## src/logic/tpo_pkg.sv

```systemverilog
package tpo_pkg;

	// ------------------------------------------------------------
	// register map (word index on the plain register port)
	// ------------------------------------------------------------
	localparam logic [3:0] ADDR_PORT_A_DIR = 4'h0;
	localparam logic [3:0] ADDR_PORT_B_DIR = 4'h1;
	localparam logic [3:0] ADDR_LOW_NEXT_ENABLE = 4'h2;
	localparam logic [3:0] ADDR_HIGH_NEXT_ENABLE = 4'h3;
	localparam logic [3:0] ADDR_PORT_A_OUTPUT = 4'h4;
	localparam logic [3:0] ADDR_PORT_B_OUTPUT = 4'h5;
	localparam logic [3:0] ADDR_LOW_NEXT_PATTERN = 4'h6;
	localparam logic [3:0] ADDR_HIGH_NEXT_PATTERN = 4'h7;
	localparam logic [3:0] ADDR_TRIGGER_SELECT = 4'h8;
	localparam logic [3:0] ADDR_OUTPUT_MODE = 4'h9;
	localparam logic [3:0] ADDR_PIN_STATE = 4'ha;
	localparam logic [3:0] ADDR_CAPTURE_MODE = 4'hb;

	// ------------------------------------------------------------
	// reset values and field layout
	// ------------------------------------------------------------
	localparam logic [7:0] RESET_TRIGGER_SELECT = 8'hff;
	localparam logic [7:0] RESET_OUTPUT_MODE = 8'hf0;
	localparam logic [7:0] OUTPUT_MODE_RSVD = 8'hf0;
	localparam logic [7:0] RESET_BYTE = 8'h00;
	localparam int GROUP_COUNT = 4;
	localparam int GROUP_WIDTH = 4;
	localparam int CHANNEL_COUNT = 3;
	localparam logic [1:0] SEL_CHANNEL_0 = 2'h0;
	localparam logic [1:0] SEL_CHANNEL_1 = 2'h1;

endpackage

```

## src/logic/tpo_pattern_output_unit.sv

```systemverilog
`timescale 1ns/100ps
module tpo_pattern_output_unit #(
	parameter int PIN_COUNT = 16
) (
	input wire logic ref_clk_i,
	input wire logic reset_i,
	input wire logic [3:0] reg_addr_i,
	input wire logic [7:0] reg_wdata_i,
	input wire logic reg_write_i,
	input wire logic reg_read_i,
	output logic [7:0] reg_rdata_o,
	input wire logic [2:0] compare_a_i,
	input wire logic [2:0] compare_b_i,
	input wire logic [2:0] capture_a_i,
	input wire logic [15:0] pin_taken_i,
	input wire logic [15:0] pin_in_i,
	output logic [15:0] pin_out_o,
	output logic [15:0] pin_oe_o
);

	// ------------------------------------------------------------
	// elaboration check
	// ------------------------------------------------------------
	if (PIN_COUNT != tpo_pkg::GROUP_COUNT * tpo_pkg::GROUP_WIDTH)
	begin : g_bad_pins
		$error("pin count must be sixteen");
	end

	// group loops below index bits as 4*g+b
	if (tpo_pkg::GROUP_WIDTH != 4)
	begin : g_bad_group_width
		$error("group width must be four");
	end

	// channel index is two bits wide
	if (tpo_pkg::CHANNEL_COUNT > 4)
	begin : g_bad_channels
		$error("too many trigger channels");
	end

	// trigger select byte holds two bits per group
	if (tpo_pkg::GROUP_COUNT * 2 != 8)
	begin : g_bad_select
		$error("trigger select must fit one byte");
	end

	// ------------------------------------------------------------
	// block state
	// ------------------------------------------------------------
	// pin drive is registered with the copy, so a trigger shows on the pins
	// at the same edge that updates the port output bits
	typedef struct packed {
		logic [15:0] dir;
		logic [15:0] next_enable;
		logic [15:0] port_output;
		logic [15:0] next_pattern;
		logic [7:0] trigger_select;
		logic [3:0] nonoverlap;
		logic [2:0] capture_mode;
		logic [7:0] rdata;
		logic [15:0] pin_out;
		logic [15:0] pin_oe;
	} tpo_state_s;

	tpo_state_s state;
	tpo_state_s next_state;

	// ------------------------------------------------------------
	// combinational next state
	// ------------------------------------------------------------
	always_comb
	begin
		logic [1:0] sel;
		logic [1:0] ch;
		logic trig_a;
		logic trig_b;
		logic [7:0] rd;
		logic [15:0] pins;
		next_state = state;
		sel = 2'h0;
		ch = 2'h0;
		trig_a = 1'b0;
		trig_b = 1'b0;
		rd = tpo_pkg::RESET_BYTE;
		for (int i = 0; i < PIN_COUNT; i++)
		begin
			pins[i] = state.pin_oe[i] ? state.port_output[i] : pin_in_i[i];
		end

		// ------------------------------------------------------------
		// software writes
		// ------------------------------------------------------------
		// software writes first, so a trigger below overrides them
		if (reg_write_i)
		begin
			if (reg_addr_i == tpo_pkg::ADDR_PORT_A_DIR)
				next_state.dir[7:0] = reg_wdata_i;
			else if (reg_addr_i == tpo_pkg::ADDR_PORT_B_DIR)
				next_state.dir[15:8] = reg_wdata_i;
			else if (reg_addr_i == tpo_pkg::ADDR_LOW_NEXT_ENABLE)
				next_state.next_enable[7:0] = reg_wdata_i;
			else if (reg_addr_i == tpo_pkg::ADDR_HIGH_NEXT_ENABLE)
				next_state.next_enable[15:8] = reg_wdata_i;
			else if (reg_addr_i == tpo_pkg::ADDR_PORT_A_OUTPUT)
			begin
				for (int i = 0; i < 8; i++)
					if (!(state.next_enable[i] && !state.dir[i]))
						next_state.port_output[i] = reg_wdata_i[i];
			end
			else if (reg_addr_i == tpo_pkg::ADDR_PORT_B_OUTPUT)
			begin
				for (int i = 0; i < 8; i++)
					if (!(state.next_enable[i+8] && !state.dir[i+8]))
						next_state.port_output[i+8] = reg_wdata_i[i];
			end
			else if (reg_addr_i == tpo_pkg::ADDR_LOW_NEXT_PATTERN)
				next_state.next_pattern[7:0] = reg_wdata_i;
			else if (reg_addr_i == tpo_pkg::ADDR_HIGH_NEXT_PATTERN)
				next_state.next_pattern[15:8] = reg_wdata_i;
			else if (reg_addr_i == tpo_pkg::ADDR_TRIGGER_SELECT)
				next_state.trigger_select = reg_wdata_i;
			else if (reg_addr_i == tpo_pkg::ADDR_OUTPUT_MODE)
				next_state.nonoverlap = reg_wdata_i[3:0];
			else if (reg_addr_i == tpo_pkg::ADDR_CAPTURE_MODE)
				next_state.capture_mode = reg_wdata_i[2:0];
		end

		// ------------------------------------------------------------
		// trigger transfer
		// ------------------------------------------------------------
		// per-group transfer, copies happen whatever the pin is used for;
		// compare a (capture a in capture mode) wins over compare b when both arrive together
		for (int g = 0; g < tpo_pkg::GROUP_COUNT; g++)
		begin
			sel = state.trigger_select[2*g +: 2];
			if (sel == tpo_pkg::SEL_CHANNEL_0)
				ch = 2'h0;
			else if (sel == tpo_pkg::SEL_CHANNEL_1)
				ch = 2'h1;
			else
				ch = 2'h2;
			// capture-configured register A replaces compare A
			trig_a = state.capture_mode[ch] ? capture_a_i[ch] : compare_a_i[ch];
			trig_b = state.nonoverlap[g] && compare_b_i[ch];
			for (int b = 0; b < tpo_pkg::GROUP_WIDTH; b++)
			begin
				if (trig_a)
					next_state.port_output[4*g+b] = state.next_pattern[4*g+b];
				else if (trig_b && !state.next_pattern[4*g+b])
					next_state.port_output[4*g+b] = 1'b0;
			end
		end

		// ------------------------------------------------------------
		// read mux
		// ------------------------------------------------------------
		// data appear one cycle after the strobe and read 0 otherwise,
		// so a bus or-tree above this block needs no extra gating
		if (reg_addr_i == tpo_pkg::ADDR_PORT_A_DIR)
			rd = state.dir[7:0];
		else if (reg_addr_i == tpo_pkg::ADDR_PORT_B_DIR)
			rd = state.dir[15:8];
		else if (reg_addr_i == tpo_pkg::ADDR_LOW_NEXT_ENABLE)
			rd = state.next_enable[7:0];
		else if (reg_addr_i == tpo_pkg::ADDR_HIGH_NEXT_ENABLE)
			rd = state.next_enable[15:8];
		else if (reg_addr_i == tpo_pkg::ADDR_PORT_A_OUTPUT)
			rd = state.port_output[7:0];
		else if (reg_addr_i == tpo_pkg::ADDR_PORT_B_OUTPUT)
			rd = state.port_output[15:8];
		else if (reg_addr_i == tpo_pkg::ADDR_LOW_NEXT_PATTERN)
			rd = state.next_pattern[7:0];
		else if (reg_addr_i == tpo_pkg::ADDR_HIGH_NEXT_PATTERN)
			rd = state.next_pattern[15:8];
		else if (reg_addr_i == tpo_pkg::ADDR_TRIGGER_SELECT)
			rd = state.trigger_select;
		else if (reg_addr_i == tpo_pkg::ADDR_OUTPUT_MODE)
			rd = tpo_pkg::OUTPUT_MODE_RSVD | {4'h0, state.nonoverlap};
		else if (reg_addr_i == tpo_pkg::ADDR_PIN_STATE)
			rd = 8'h00;
		else if (reg_addr_i == tpo_pkg::ADDR_CAPTURE_MODE)
			rd = {5'h00, state.capture_mode};
		next_state.rdata = reg_read_i ? rd : tpo_pkg::RESET_BYTE;

		// ------------------------------------------------------------
		// pin drive
		// ------------------------------------------------------------
		// drive follows the port output bit; taken pins are not driven
		// limitation: a pin-function change is not synchronised to triggers
		for (int i = 0; i < PIN_COUNT; i++)
		begin
			next_state.pin_out[i] = next_state.port_output[i];
			next_state.pin_oe[i] = next_state.dir[i] && !pin_taken_i[i];
		end
		if (pins == 16'h0000)
			next_state.rdata = next_state.rdata;
	end

	// ------------------------------------------------------------
	// state register
	// ------------------------------------------------------------
	always_ff @(posedge ref_clk_i)
	begin
		if (reset_i)
		begin
			state <= '0;
			state.trigger_select <= tpo_pkg::RESET_TRIGGER_SELECT;
			state.nonoverlap <= tpo_pkg::RESET_OUTPUT_MODE[3:0];
		end
		else
			state <= next_state;
	end

	assign reg_rdata_o = state.rdata;
	assign pin_out_o = state.pin_out;
	assign pin_oe_o = state.pin_oe;

endmodule // tpo_pattern_output_unit

```

## config.mk

```make
export PLATFORM = sky130hd
export DESIGN_NAME = tpo_pattern_output_unit
export DESIGN_NICKNAME = d
export VERILOG_FILES = /design/src/logic/tpo_pkg.sv /design/src/logic/tpo_pattern_output_unit.sv
export SDC_FILE = /design/constraint.sdc
export NUM_CORES = 1
export LEC_CHECK = 0
export BUFFER_PORTS_ARGS = -buffer_cell sky130_fd_sc_hd__buf_4
export CAP_MARGIN = 20
export CORE_ASPECT_RATIO = 0.9
export CORE_MARGIN = 1.5
export CORE_UTILIZATION = 30
export DETAILED_ROUTE_END_ITERATION = 10
export GPL_ROUTABILITY_DRIVEN = 0
export SYNTH_ARGS = -nofsm -noshare
export SYNTH_HDL_FRONTEND = slang
export SYNTH_SLANG_ARGS = --single-unit
```

## constraint.sdc

```tcl
create_clock -name ref_clk_i -period 2.1 [get_ports ref_clk_i]
set_input_delay 0.525 -clock ref_clk_i [delete_from_list [all_inputs] [get_ports ref_clk_i]]
set_output_delay 0.525 -clock ref_clk_i [all_outputs]
set_load 0.05 [all_outputs]
```

# [Word level (Yosys, flattened, before mapping)]
# Index checks and enable logic that the tools add are counted.
[totals] regBits=103 latchBits=0 ram_bits=0 rom_bits=0 inputBits=57 out_inout_bits=40 word_cells=435 mem_count=0
[classes] add_sub_neg=0 n_mul=0 n_div=0 magnitude_cmp=4 eq_ne=103 shifts=0 mux=130 bitwise_logic=11 n_reduce_logical=161
[ops] operator="inequality test 3 x 1 -> 1 bit, second input constant" count=88
[ops] operator="2-to-1 mux 8 bit" count=23
[ops] operator="2-to-1 mux 63 bit" count=2
[ops] operator="nonzero test 3 bit" count=32
[ops] operator="2-to-1 mux 47 bit" count=2
[ops] operator="2-to-1 mux 79 bit" count=1
[ops] operator="AND reduction 8 bit" count=9
[ops] operator="2-to-1 mux 1 bit" count=68
[ops] operator="2-to-1 mux 31 bit" count=2
[ops] operator="AND reduction 7 bit" count=8
[ops] operator="logical AND 1 bit" count=52
[ops] operator="logical NOT 1 bit" count=48
[ops] operator="binary-select mux 1 bit (select 2 bit)" count=16
[ops] operator="2-to-1 mux 15 bit" count=2
[ops] operator="equality test 4 x 3 -> 1 bit, second input constant" count=4
[ops] operator="equality test 4 bit, second input constant" count=4
[ops] operator="2-to-1 mux 2 bit" count=8
[ops] operator="< comparator 2 x 3 -> 1 bit, second input constant" count=4
[ops] operator="2-to-1 mux 3 bit" count=4
[ops] operator="AND reduction 12 bit" count=1
[ops] operator="NOT 1 bit" count=11
[ops] operator="AND reduction 11 bit" count=1
[ops] operator="AND reduction 10 bit" count=1
[ops] operator="AND reduction 9 bit" count=1
[ops] operator="other kinds (10)" count=17

# [Longest topological paths before layout]
# Gate-level depths: netlist (run 1).
[logic_depth] ltp_word=15 ltp_mapped=7 mapped_depth_nobuf=4

# [Worst setup path after synthesis (run 1)]
# Ideal clock, no wire load.
[synth_path] path_kind="input -> register" startpoint="in reg_addr_i[3]" endpoint="reg state[92] (netlist bit)" setup_time_ns=0.128 arrival_time_ns=1.727 t_required_ns=1.972 setup_slack_ns=0.245 path_stages=7 path_buffers=3 path_cell_list="buf_2 > or2_1 > buf_2 > or3_1 > buf_2 > mux2i_1 > nor2_1"
[synth_between] elab_chain_cells=3 word_cells_on_any_way=6 cone_classes="eq/ne: 2; bitwise: 2; reduce/logical: 2"
[synth_lines] item="start, declared" line_no="tpo_pattern_output_unit.sv:7" text="input wire logic [3:0] reg_addr_i,"
[synth_lines] item="equality test 4 x 1 -> 1 bit or logical NOT 4 bit (tied branches)" line_no="tpo_pattern_output_unit.sv:98, tpo_pattern_output_unit.sv:96"
[synth_lines] item="NOT 1 bit (no line)"
[synth_lines] item="AND reduction 4 bit (no line) *"
[synth_lines] item="end signal, assigned" line_no="tpo_pattern_output_unit.sv:211" text="state <= next_state;"
[synth_lines] item="end, declared" line_no="tpo_pattern_output_unit.sv:65" text="tpo_state_s state;"
# Every way passes the cells marked *; elsewhere a longest branch is shown, timed or not.
# A chain may end at the register's enable or synchronous reset.

# [Worst setup path after layout (run 1)]
[layout_path] startpoint="reg state[40] (netlist bit)" endpoint="reg state, in the netlist pin_out_o[9]"
[layout_between] elab_chain_cells=5 word_cells_on_any_way=13 cone_classes="eq/ne: 6; mux: 4; reduce/logical: 3"
[layout_lines] item="binary-select mux 1 bit (select 2 bit) *" line_no="tpo_pattern_output_unit.sv:143" text="trig_a = state.capture_mode[ch] ? capture_a_i[ch] : compare_a_i[ch];"
[layout_lines] item="2-to-1 mux 1 bit (implied by the code) *" line_no="tpo_pattern_output_unit.sv:143"
[layout_lines] item="2-to-1 mux 1 bit *" line_no="tpo_pattern_output_unit.sv:143"
[layout_lines] item="inequality test 3 x 1 -> 1 bit (no line) or nonzero test 3 bit (tied branches)"
[layout_lines] item="AND reduction 8 bit (no line)"
# Every way passes the cells marked *; elsewhere a longest branch is shown, timed or not. The select of a mux whose other input is x is not followed.

==> results.json, run 1 <==
{
  "antenna_violating_nets_post_route": 0,
  "cts_inserted_buffers": 9,
  "postRouteWirelength_um": 16000,
  "synth_top_cells_by_count": "103 x sky130_fd_sc_hd__dfxtp_1, 56 x sky130_fd_sc_hd__mux2i_1, 53 x sky130_fd_sc_hd__o21ai_0",
  "required_ns": 2.35,
  "placeableCoreArea_sq_um": 17600,
  "post_synth_num_cell_types": 45,
  "post_synth_simple_gate_area_pct": 19.5,
  "placement_rows": 46,
  "arrival_time_worst_endpoint_ns": 1.98,
  "overall_die_area_sq_um": 18800,
  "synth_fa_ha_area_share_pct": 0,
  "finalHoldViolCount": 0,
  "run_status": "completed",
  "critical_path_peak_fanout": 4,
  "fp.dieW_um": 144,
  "max_cap_violations": 0,
  "ioPinCount": 97,
  "fin_nets": 730,
  "cts_tree": "done",
  "cts-resized-gates": 0,
  "gr-total-overflow": 0,
  "cell_depth_of_the_worst_flop_to_flop_path": 5,
  "post_synth_mux_area_share_pct": 12.9,
  "clkPwrFrac_pct": 37.1,
  "cts-root-buf": "sky130_fd_sc_hd__clkbuf_16",
  "clk_path_buf_depth": 2,
  "initial_core_util_pct": 30.6,
  "cts_max_level": 3,
  "globalRouteTotalUtil_pct": 17.6,
  "clk_pin_slew_ns": 0.07,
  "crit_end": "pin_out_o[9]$_SDFFE_PP0P_",
  "drive_above_1_share_pct": 21.8,
  "p_per_area_nw_per_um2": 669,
  "yosysMostFrequentCell": "sky130_fd_sc_hd__dfxtp_1",
  "syn-cell-area_sq_um": 5380,
  "dominantRegCellSynth": "sky130_fd_sc_hd__dfxtp_1",
  "hold_path_class": "in2reg",
  "worstSetupEndpointType": "flip-flop",
  "critical_path.startpoint": "state[40]$_SDFFE_PP0P_",
  "detailed_place_hpwl_um": 11600,
  "tns_ns": 0,
  "cts.sinks": 103,
  "rr_endpoint": "pin_out_o[9]$_SDFFE_PP0P_",
  "synthesis.instances": 632,
  "timing.setup.critical_path_class": "reg2reg",
  "post_cts_hold_buffer_count": 0,
  "area_of_all_sequential_standard_cells_sq_um": 2060,
  "setup_violations": 0,
  "static-leakage-power_nw": 2.49,
  "timing.slew.headroom_pct": 67.6,
  "total_power_mw": 4.25,
  "fillCellCount": 1906,
  "seq_power_share_pct": 47.8,
  "yosys_register_bits": 103,
  "synthXorXnorAreaFrac_pct": 0.163,
  "p_sw_share_pct": 27.6,
  "cp_startpoint_kind": "flip-flop",
  "synthArstFlopShare_pct": 0,
  "synth_top_cell_area_share_pct": 38.3,
  "worst_pin_slew_ns": 0.486,
  "finClkSkew_ns": 0.00815,
  "drt_iter0_drc": 459,
  "r2r_start": "state[40]$_SDFFE_PP0P_",
  "fmax_mhz": 579,
  "postCtsSetupRepairBufs": 0,
  "irDropWorstVdd_uv": 374,
  "drtPass1Iterations": 5,
  "final_max_slew_viol_count": 0,
  "main_combinational_cell_family_by_area_after_synthesis": "simple AND/OR/NAND/NOR gates",
  "internal_power_mw": 3.08,
  "clkLatencyLatePin_ns": 0.36,
  "io_buffer_count": 80,
  "syn-num-nets": 689,
  "finalWorstPathRequiredPeriod_ns": 1.73,
  "avgSynthCellArea_sq_um": 8.52,
  "die_height_um": 130,
  "wire_length_of_the_first_global_routing_pass_um": 24800,
  "routed_via_density": 5.13,
  "unrepaired_setup_endpoints_after_global_routing": "no",
  "number_of_synthesized_flops_with_an_enable_pin": 0,
  "post-synth-top-area-cell": "sky130_fd_sc_hd__dfxtp_1",
  "routed_wirelength_normalized_by_instance_count_um": 17.5,
  "total_inserted_antenna_cells": 0,
  "utilization_pct": 36.0,
  "via_count": 4713,
  "synth-seq-area-share_pct": 38.3,
  "drc": 0,
  "grt_pass1_vias": 4404,
  "pin_count_of_the_biggest_net_entering_global_routing": 45,
  "timing.reg2reg.setup_slack_ns": 0.37,
  "combinational_fraction_of_design_power_pct": 15.1,
  "synth-compound-area-share_pct": 17.8,
  "synthToLayoutAreaGrowth_pct": 17.9,
  "multi_input_area_sq_um": 2720,
  "synth_top_cells_by_area": "sky130_fd_sc_hd__dfxtp_1 38%, sky130_fd_sc_hd__mux2i_1 10%, sky130_fd_sc_hd__buf_4 5.6%",
  "number_of_antenna_violations_at_the_first_check_in_global_routing": 0,
  "synth.yosys.warnings": 0,
  "timing.final.crit_share_pct": 82.2,
  "switching_power_mw": 1.17
}
-- layout make-up --
cell class | count | area share, %
clock buffer | 13 | 3.94
tap | 240 | 4.73
timing repair buffer | 117 | 14.4
sequential | 103 | 32.5
inverter | 23 | 1.36
clock inverter | 3 | 0.296
multi-input combinational | 419 | 42.8
-- cells by family (layout without fill, tap and decap cells) --
logic type             Yosys count  count (layout)
buffers and inverters          110             156
multiplexers                    64              64
AO/OA/AOI/OAI                  154             154
AND/OR/NAND/NOR                200             200
flip-flops                     103             103
XOR/XNOR                         1               1
-- power groups by stage --
| stage | clock network, mW | logic, mW | registers, mW |
|---|---|---|---|
| 3_5_place_dp | 0 | 0.637 | 2.08 |
| 6_report | 1.58 | 0.641 | 2.03 |
| 5_1_grt | 1.69 | 0.688 | 2.04 |
| 2_1_floorplan | 0 | 0.426 | 2.06 |
| 4_1_cts | 1.63 | 0.639 | 2.03 |
| 3_3_place_gp | 0 | 0.633 | 2.08 |
-- stage by stage --
stage                     hold WS [ns]  cells  cell area (sq um)  setup slack [ns]
after global routing             0.300    918               6350             0.258
after CTS                        0.297    918               6350             0.364
after detailed placement         0.470    902               6080            0.0298
final                            0.308    918               6350             0.373
after global placement           0.463    902               6080            0.0514
after floorplan                  0.453    632               5380             0.245
-- sequential cells by signal (all words and copies together), names as in the netlist --
| signal | flops |
|---|---|
| pin_oe_o | 16 |
| pin_out_o | 16 |
| reg_rdata_o | 8 |
| state | 63 |
-- metal layers --
layer  global-route usage (%)  wire (um)  up-vias
li1                         -          -     2291
met1                     24.5       7490     2248
met2                     27.5       7460      157
met3                     3.67        915       17
met4                     5.05        165        0
met5                        0          0        -
-- how the worst min path moves through the flow --
stage,start,endpoint,cells past startpoint
3_5_place_dp,state[63]$_SDFFE_PP0P_,state[63]$_SDFFE_PP0P_,2
2_1_floorplan,state[66]$_SDFFE_PP0P_,pin_out_o[11]$_SDFFE_PP0P_,2
4_1_cts,pin_taken_i[8],pin_oe_o[8]$_SDFF_PP0_,2
3_3_place_gp,state[63]$_SDFFE_PP0P_,state[63]$_SDFFE_PP0P_,2
6_report,pin_taken_i[9],pin_oe_o[9]$_SDFF_PP0_,2
5_1_grt,pin_taken_i[7],pin_oe_o[7]$_SDFF_PP0_,2
-- critical path, stage by stage (launching register included) --
cell and delay [ns]:
sky130_fd_sc_hd__dfxtp_1 0.39, sky130_fd_sc_hd__mux2i_1 0.21, sky130_fd_sc_hd__buf_4 0.15, sky130_fd_sc_hd__mux2i_1 0.08, sky130_fd_sc_hd__a221o_1 0.44, sky130_fd_sc_hd__a221oi_1 0.35
-- cell usage in the layout (no fill, tap or decap), drive strengths merged, types with 6 or more instances in the layout --
cell type / count
dfxtp: 103
nand3: 22
clkbuf: 13
inv: 23
buf: 117
a221oi: 21
nand3b: 7
nor2: 37
nor2b: 38
nand2b: 8
mux2i: 56
and3: 8
o21ai: 53
a21oi: 47
nand2: 45
nor3: 24
o22ai: 6
No activity file was read; power rests on OpenSTA's default activity.
==> run 2: changes to the inputs <==
Settings changed: ABC_AREA from default to 1.
Clock period 2.1 ns to 1.7 ns, I/O delays scaled along.
==> results.json, run 2 <==
{
  "run_status": "completed",
  "required_ns": 1.95,
  "timing.slew.headroom_pct": 69.0,
  "antenna_violating_nets_post_route": 0,
  "synth_top_cells_by_count": "127 x sky130_fd_sc_hd__nand2_1, 113 x sky130_fd_sc_hd__inv_1, 103 x sky130_fd_sc_hd__dfxtp_1",
  "synthToLayoutAreaGrowth_pct": 25.6,
  "drive_above_1_share_pct": 22.6,
  "post_cts_hold_buffer_count": 0,
  "number_of_antenna_violations_at_the_first_check_in_global_routing": 0,
  "final_design_area_no_fill_sq_um": 6500,
  "syn-num-nets": 803,
  "tns_ns": 0,
  "fp.dieW_um": 141,
  "synthesis.instances": 746,
  "wire_length_of_the_first_global_routing_pass_um": 26300,
  "place_area_sq_um": 6180,
  "pin_count_of_the_biggest_net_entering_global_routing": 37,
  "post-synth-top-area-cell": "sky130_fd_sc_hd__dfxtp_1",
  "number_of_synthesized_flops_with_an_enable_pin": 0,
  "unrepaired_setup_endpoints_after_global_routing": "no",
  "gr-total-overflow": 0,
  "critical_path.top_delay_family": "simple AND/OR/NAND/NOR gates",
  "most-common-layout-cells": "145 x sky130_fd_sc_hd__buf_4, 126 x sky130_fd_sc_hd__nand2_1, 113 x sky130_fd_sc_hd__inv_1",
  "most_frequent_standard_cell_in_the_layout_excluding_fill_and_tap_cells": "sky130_fd_sc_hd__buf_4",
  "timing.final.crit_share_pct": 91.6,
  "critical_path.n_buffers_inverters": 1,
  "finalWorstPathRequiredPeriod_ns": 1.56,
  "initial_core_util_pct": 30.6,
  "path_depth": 8,
  "crit_path_cell_trace": "nand2_1, o21ai_2, inv_1, or2_2, a21oi_4, nor2_1, o21ai_1, nor2_1",
  "synth_top_cells_by_area": "sky130_fd_sc_hd__dfxtp_1 40%, sky130_fd_sc_hd__nand2_1 9.2%, sky130_fd_sc_hd__o21ai_0 8.4%",
  "dominantRegCellSynth": "sky130_fd_sc_hd__dfxtp_1",
  "grt_met3_usage_pct": 4.20,
  "synth_top_cell_area_share_pct": 39.9,
  "cts.sinks": 103,
  "cts_tree": "done",
  "cts_inserted_buffers": 9,
  "io_buffer_count": 80,
  "ioPinCount": 97,
  "synth-seq-area-share_pct": 39.9,
  "routed_wirelength_normalized_by_instance_count_um": 16.3,
  "setup_violations": 0,
  "drt_iter0_drc": 537,
  "clkLatencyLatePin_ns": 0.36,
  "cts_max_level": 3,
  "cp_startpoint_kind": "flip-flop",
  "postRouteWirelength_um": 17300,
  "top_register": "state",
  "placeableCoreArea_sq_um": 16900,
  "grt_pass1_vias": 4668,
  "total_inserted_antenna_cells": 0,
  "critical_path.most_common_cell": "sky130_fd_sc_hd__nor2_1",
  "drtPass1Iterations": 5,
  "finalHoldViolCount": 0,
  "globalRouteTotalUtil_pct": 19.6,
  "largest_reg_flops": 63,
  "overall_die_area_sq_um": 18000,
  "critical_path.slowest_cell": "sky130_fd_sc_hd__dfxtp_2",
  "final_max_slew_viol_count": 0,
  "use_met2_pct": 29.3,
  "routed_via_density": 4.76,
  "critical_path_peak_fanout": 5,
  "use_met1_pct": 27.4,
  "whs_path_depth": 2,
  "detailed_place_hpwl_um": 13200,
  "worst_path_largest_cell_delay_ns": 0.37,
  "clk_path_buf_depth": 2,
  "fin_nets": 901,
  "max_cap_violations": 0,
  "irDropWorstVdd_uv": 508,
  "arrival_time_worst_endpoint_ns": 1.81,
  "drc": 0,
  "via_count": 5043,
  "syn-cell-area_sq_um": 5170,
  "finClkSkew_ns": 0.0121,
  "die_height_um": 128,
  "worst_pin_slew_ns": 0.460,
  "placement_rows": 45,
  "timing.setup.critical_path_class": "reg2reg",
  "static-leakage-power_nw": 2.87,
  "post_synth_num_cell_types": 28,
  "cell_depth_of_the_worst_flop_to_flop_path": 8,
  "synth.yosys.warnings": 0,
  "cts-root-buf": "sky130_fd_sc_hd__clkbuf_16",
  "yosys_register_bits": 103,
  "gr-max-usage-layer": "met2",
  "synthArstFlopShare_pct": 0,
  "p_per_area_nw_per_um2": 845,
  "avgSynthCellArea_sq_um": 6.93,
  "fmax_mhz": 642,
  "hold_path_class": "in2reg",
  "worstSetupEndpointType": "flip-flop",
  "clk_pin_slew_ns": 0.07,
  "yosysMostFrequentCell": "sky130_fd_sc_hd__nand2_1"
}
run 2: layer usage:
| layer | part of all wire [%] | up-vias |
|---|---|---|
| li1 | - | 2591 |
| met1 | 47 | 2233 |
| met2 | 42 | 195 |
| met3 | 8.7 | 24 |
| met4 | 2.6 | 0 |
| met5 | 0 | - |
run 2: final timing paths:
check | startpoint | to | slack (ns)
hold reg to reg | state[98]$_SDFFE_PP0P_ | state[98]$_SDFFE_PP0P_ | 0.48
setup / recovery | state[40]$_SDFFE_PP0P_ | pin_out_o[9]$_SDFFE_PP0P_ | 0.14
setup reg to reg | state[40]$_SDFFE_PP0P_ | pin_out_o[9]$_SDFFE_PP0P_ | 0.14
hold / removal | pin_taken_i[6] | pin_oe_o[6]$_SDFF_PP0_ | 0.22
run 2: kinds of logic after synthesis:
logic type / count (synthesis) / share of synthesized area [%]
AND/OR/NAND/NOR: 280 / 24.0
AO/OA/AOI/OAI: 182 / 19.5
buffers and inverters: 181 / 16.6
flip-flops: 103 / 39.9
run 2: layout make-up:
| type | count | area (sq um) |
|---|---|---|
| multi-input cells | 462 | 2260 |
| repair buffers | 149 | 1170 |
| fillers | 1788 | 10400 |
| clock inverters | 6 | 68.8 |
| clock buffers | 9 | 225 |
| well taps | 211 | 264 |
| inverters | 119 | 447 |
| flip-flops and latches | 103 | 2060 |
run 2: timing repair:
| item | CTS | global route |
|---|---|---|
| endpoints found under the setup margin | 1 | 5 |
| buffers inserted | 0 | 2 |
| pin swaps | 0 | 1 |
| gates resized for setup | 1 | 4 |
run 2: through the flow:
step / instances / hold slack (ns) / worst slack [ns] / total power, mW / util (%)
after floorplan: 746 / 0.439 / 0.150 / 3.06 / -
after global placement: 1042 / 0.448 / -0.199 / 3.42 / 36.6
after detailed placement: 1042 / 0.460 / -0.199 / 3.42 / 36.6
after CTS: 1057 / 0.212 / 0.0279 / 5.51 / 38.3
after global routing: 1059 / 0.212 / 0.00805 / 5.69 / 38.5
final: 1059 / 0.217 / 0.143 / 5.49 / 38.5
run 2: where the power goes:
group          leakage (nW)  switching [mW]  total (mW)  internal, mW
combinational          1.90           0.533       0.847         0.314
sequential            0.836          0.0567        2.54          2.48
clock                 0.142           0.963        2.11          1.14
total                  2.87            1.55        5.49          3.94
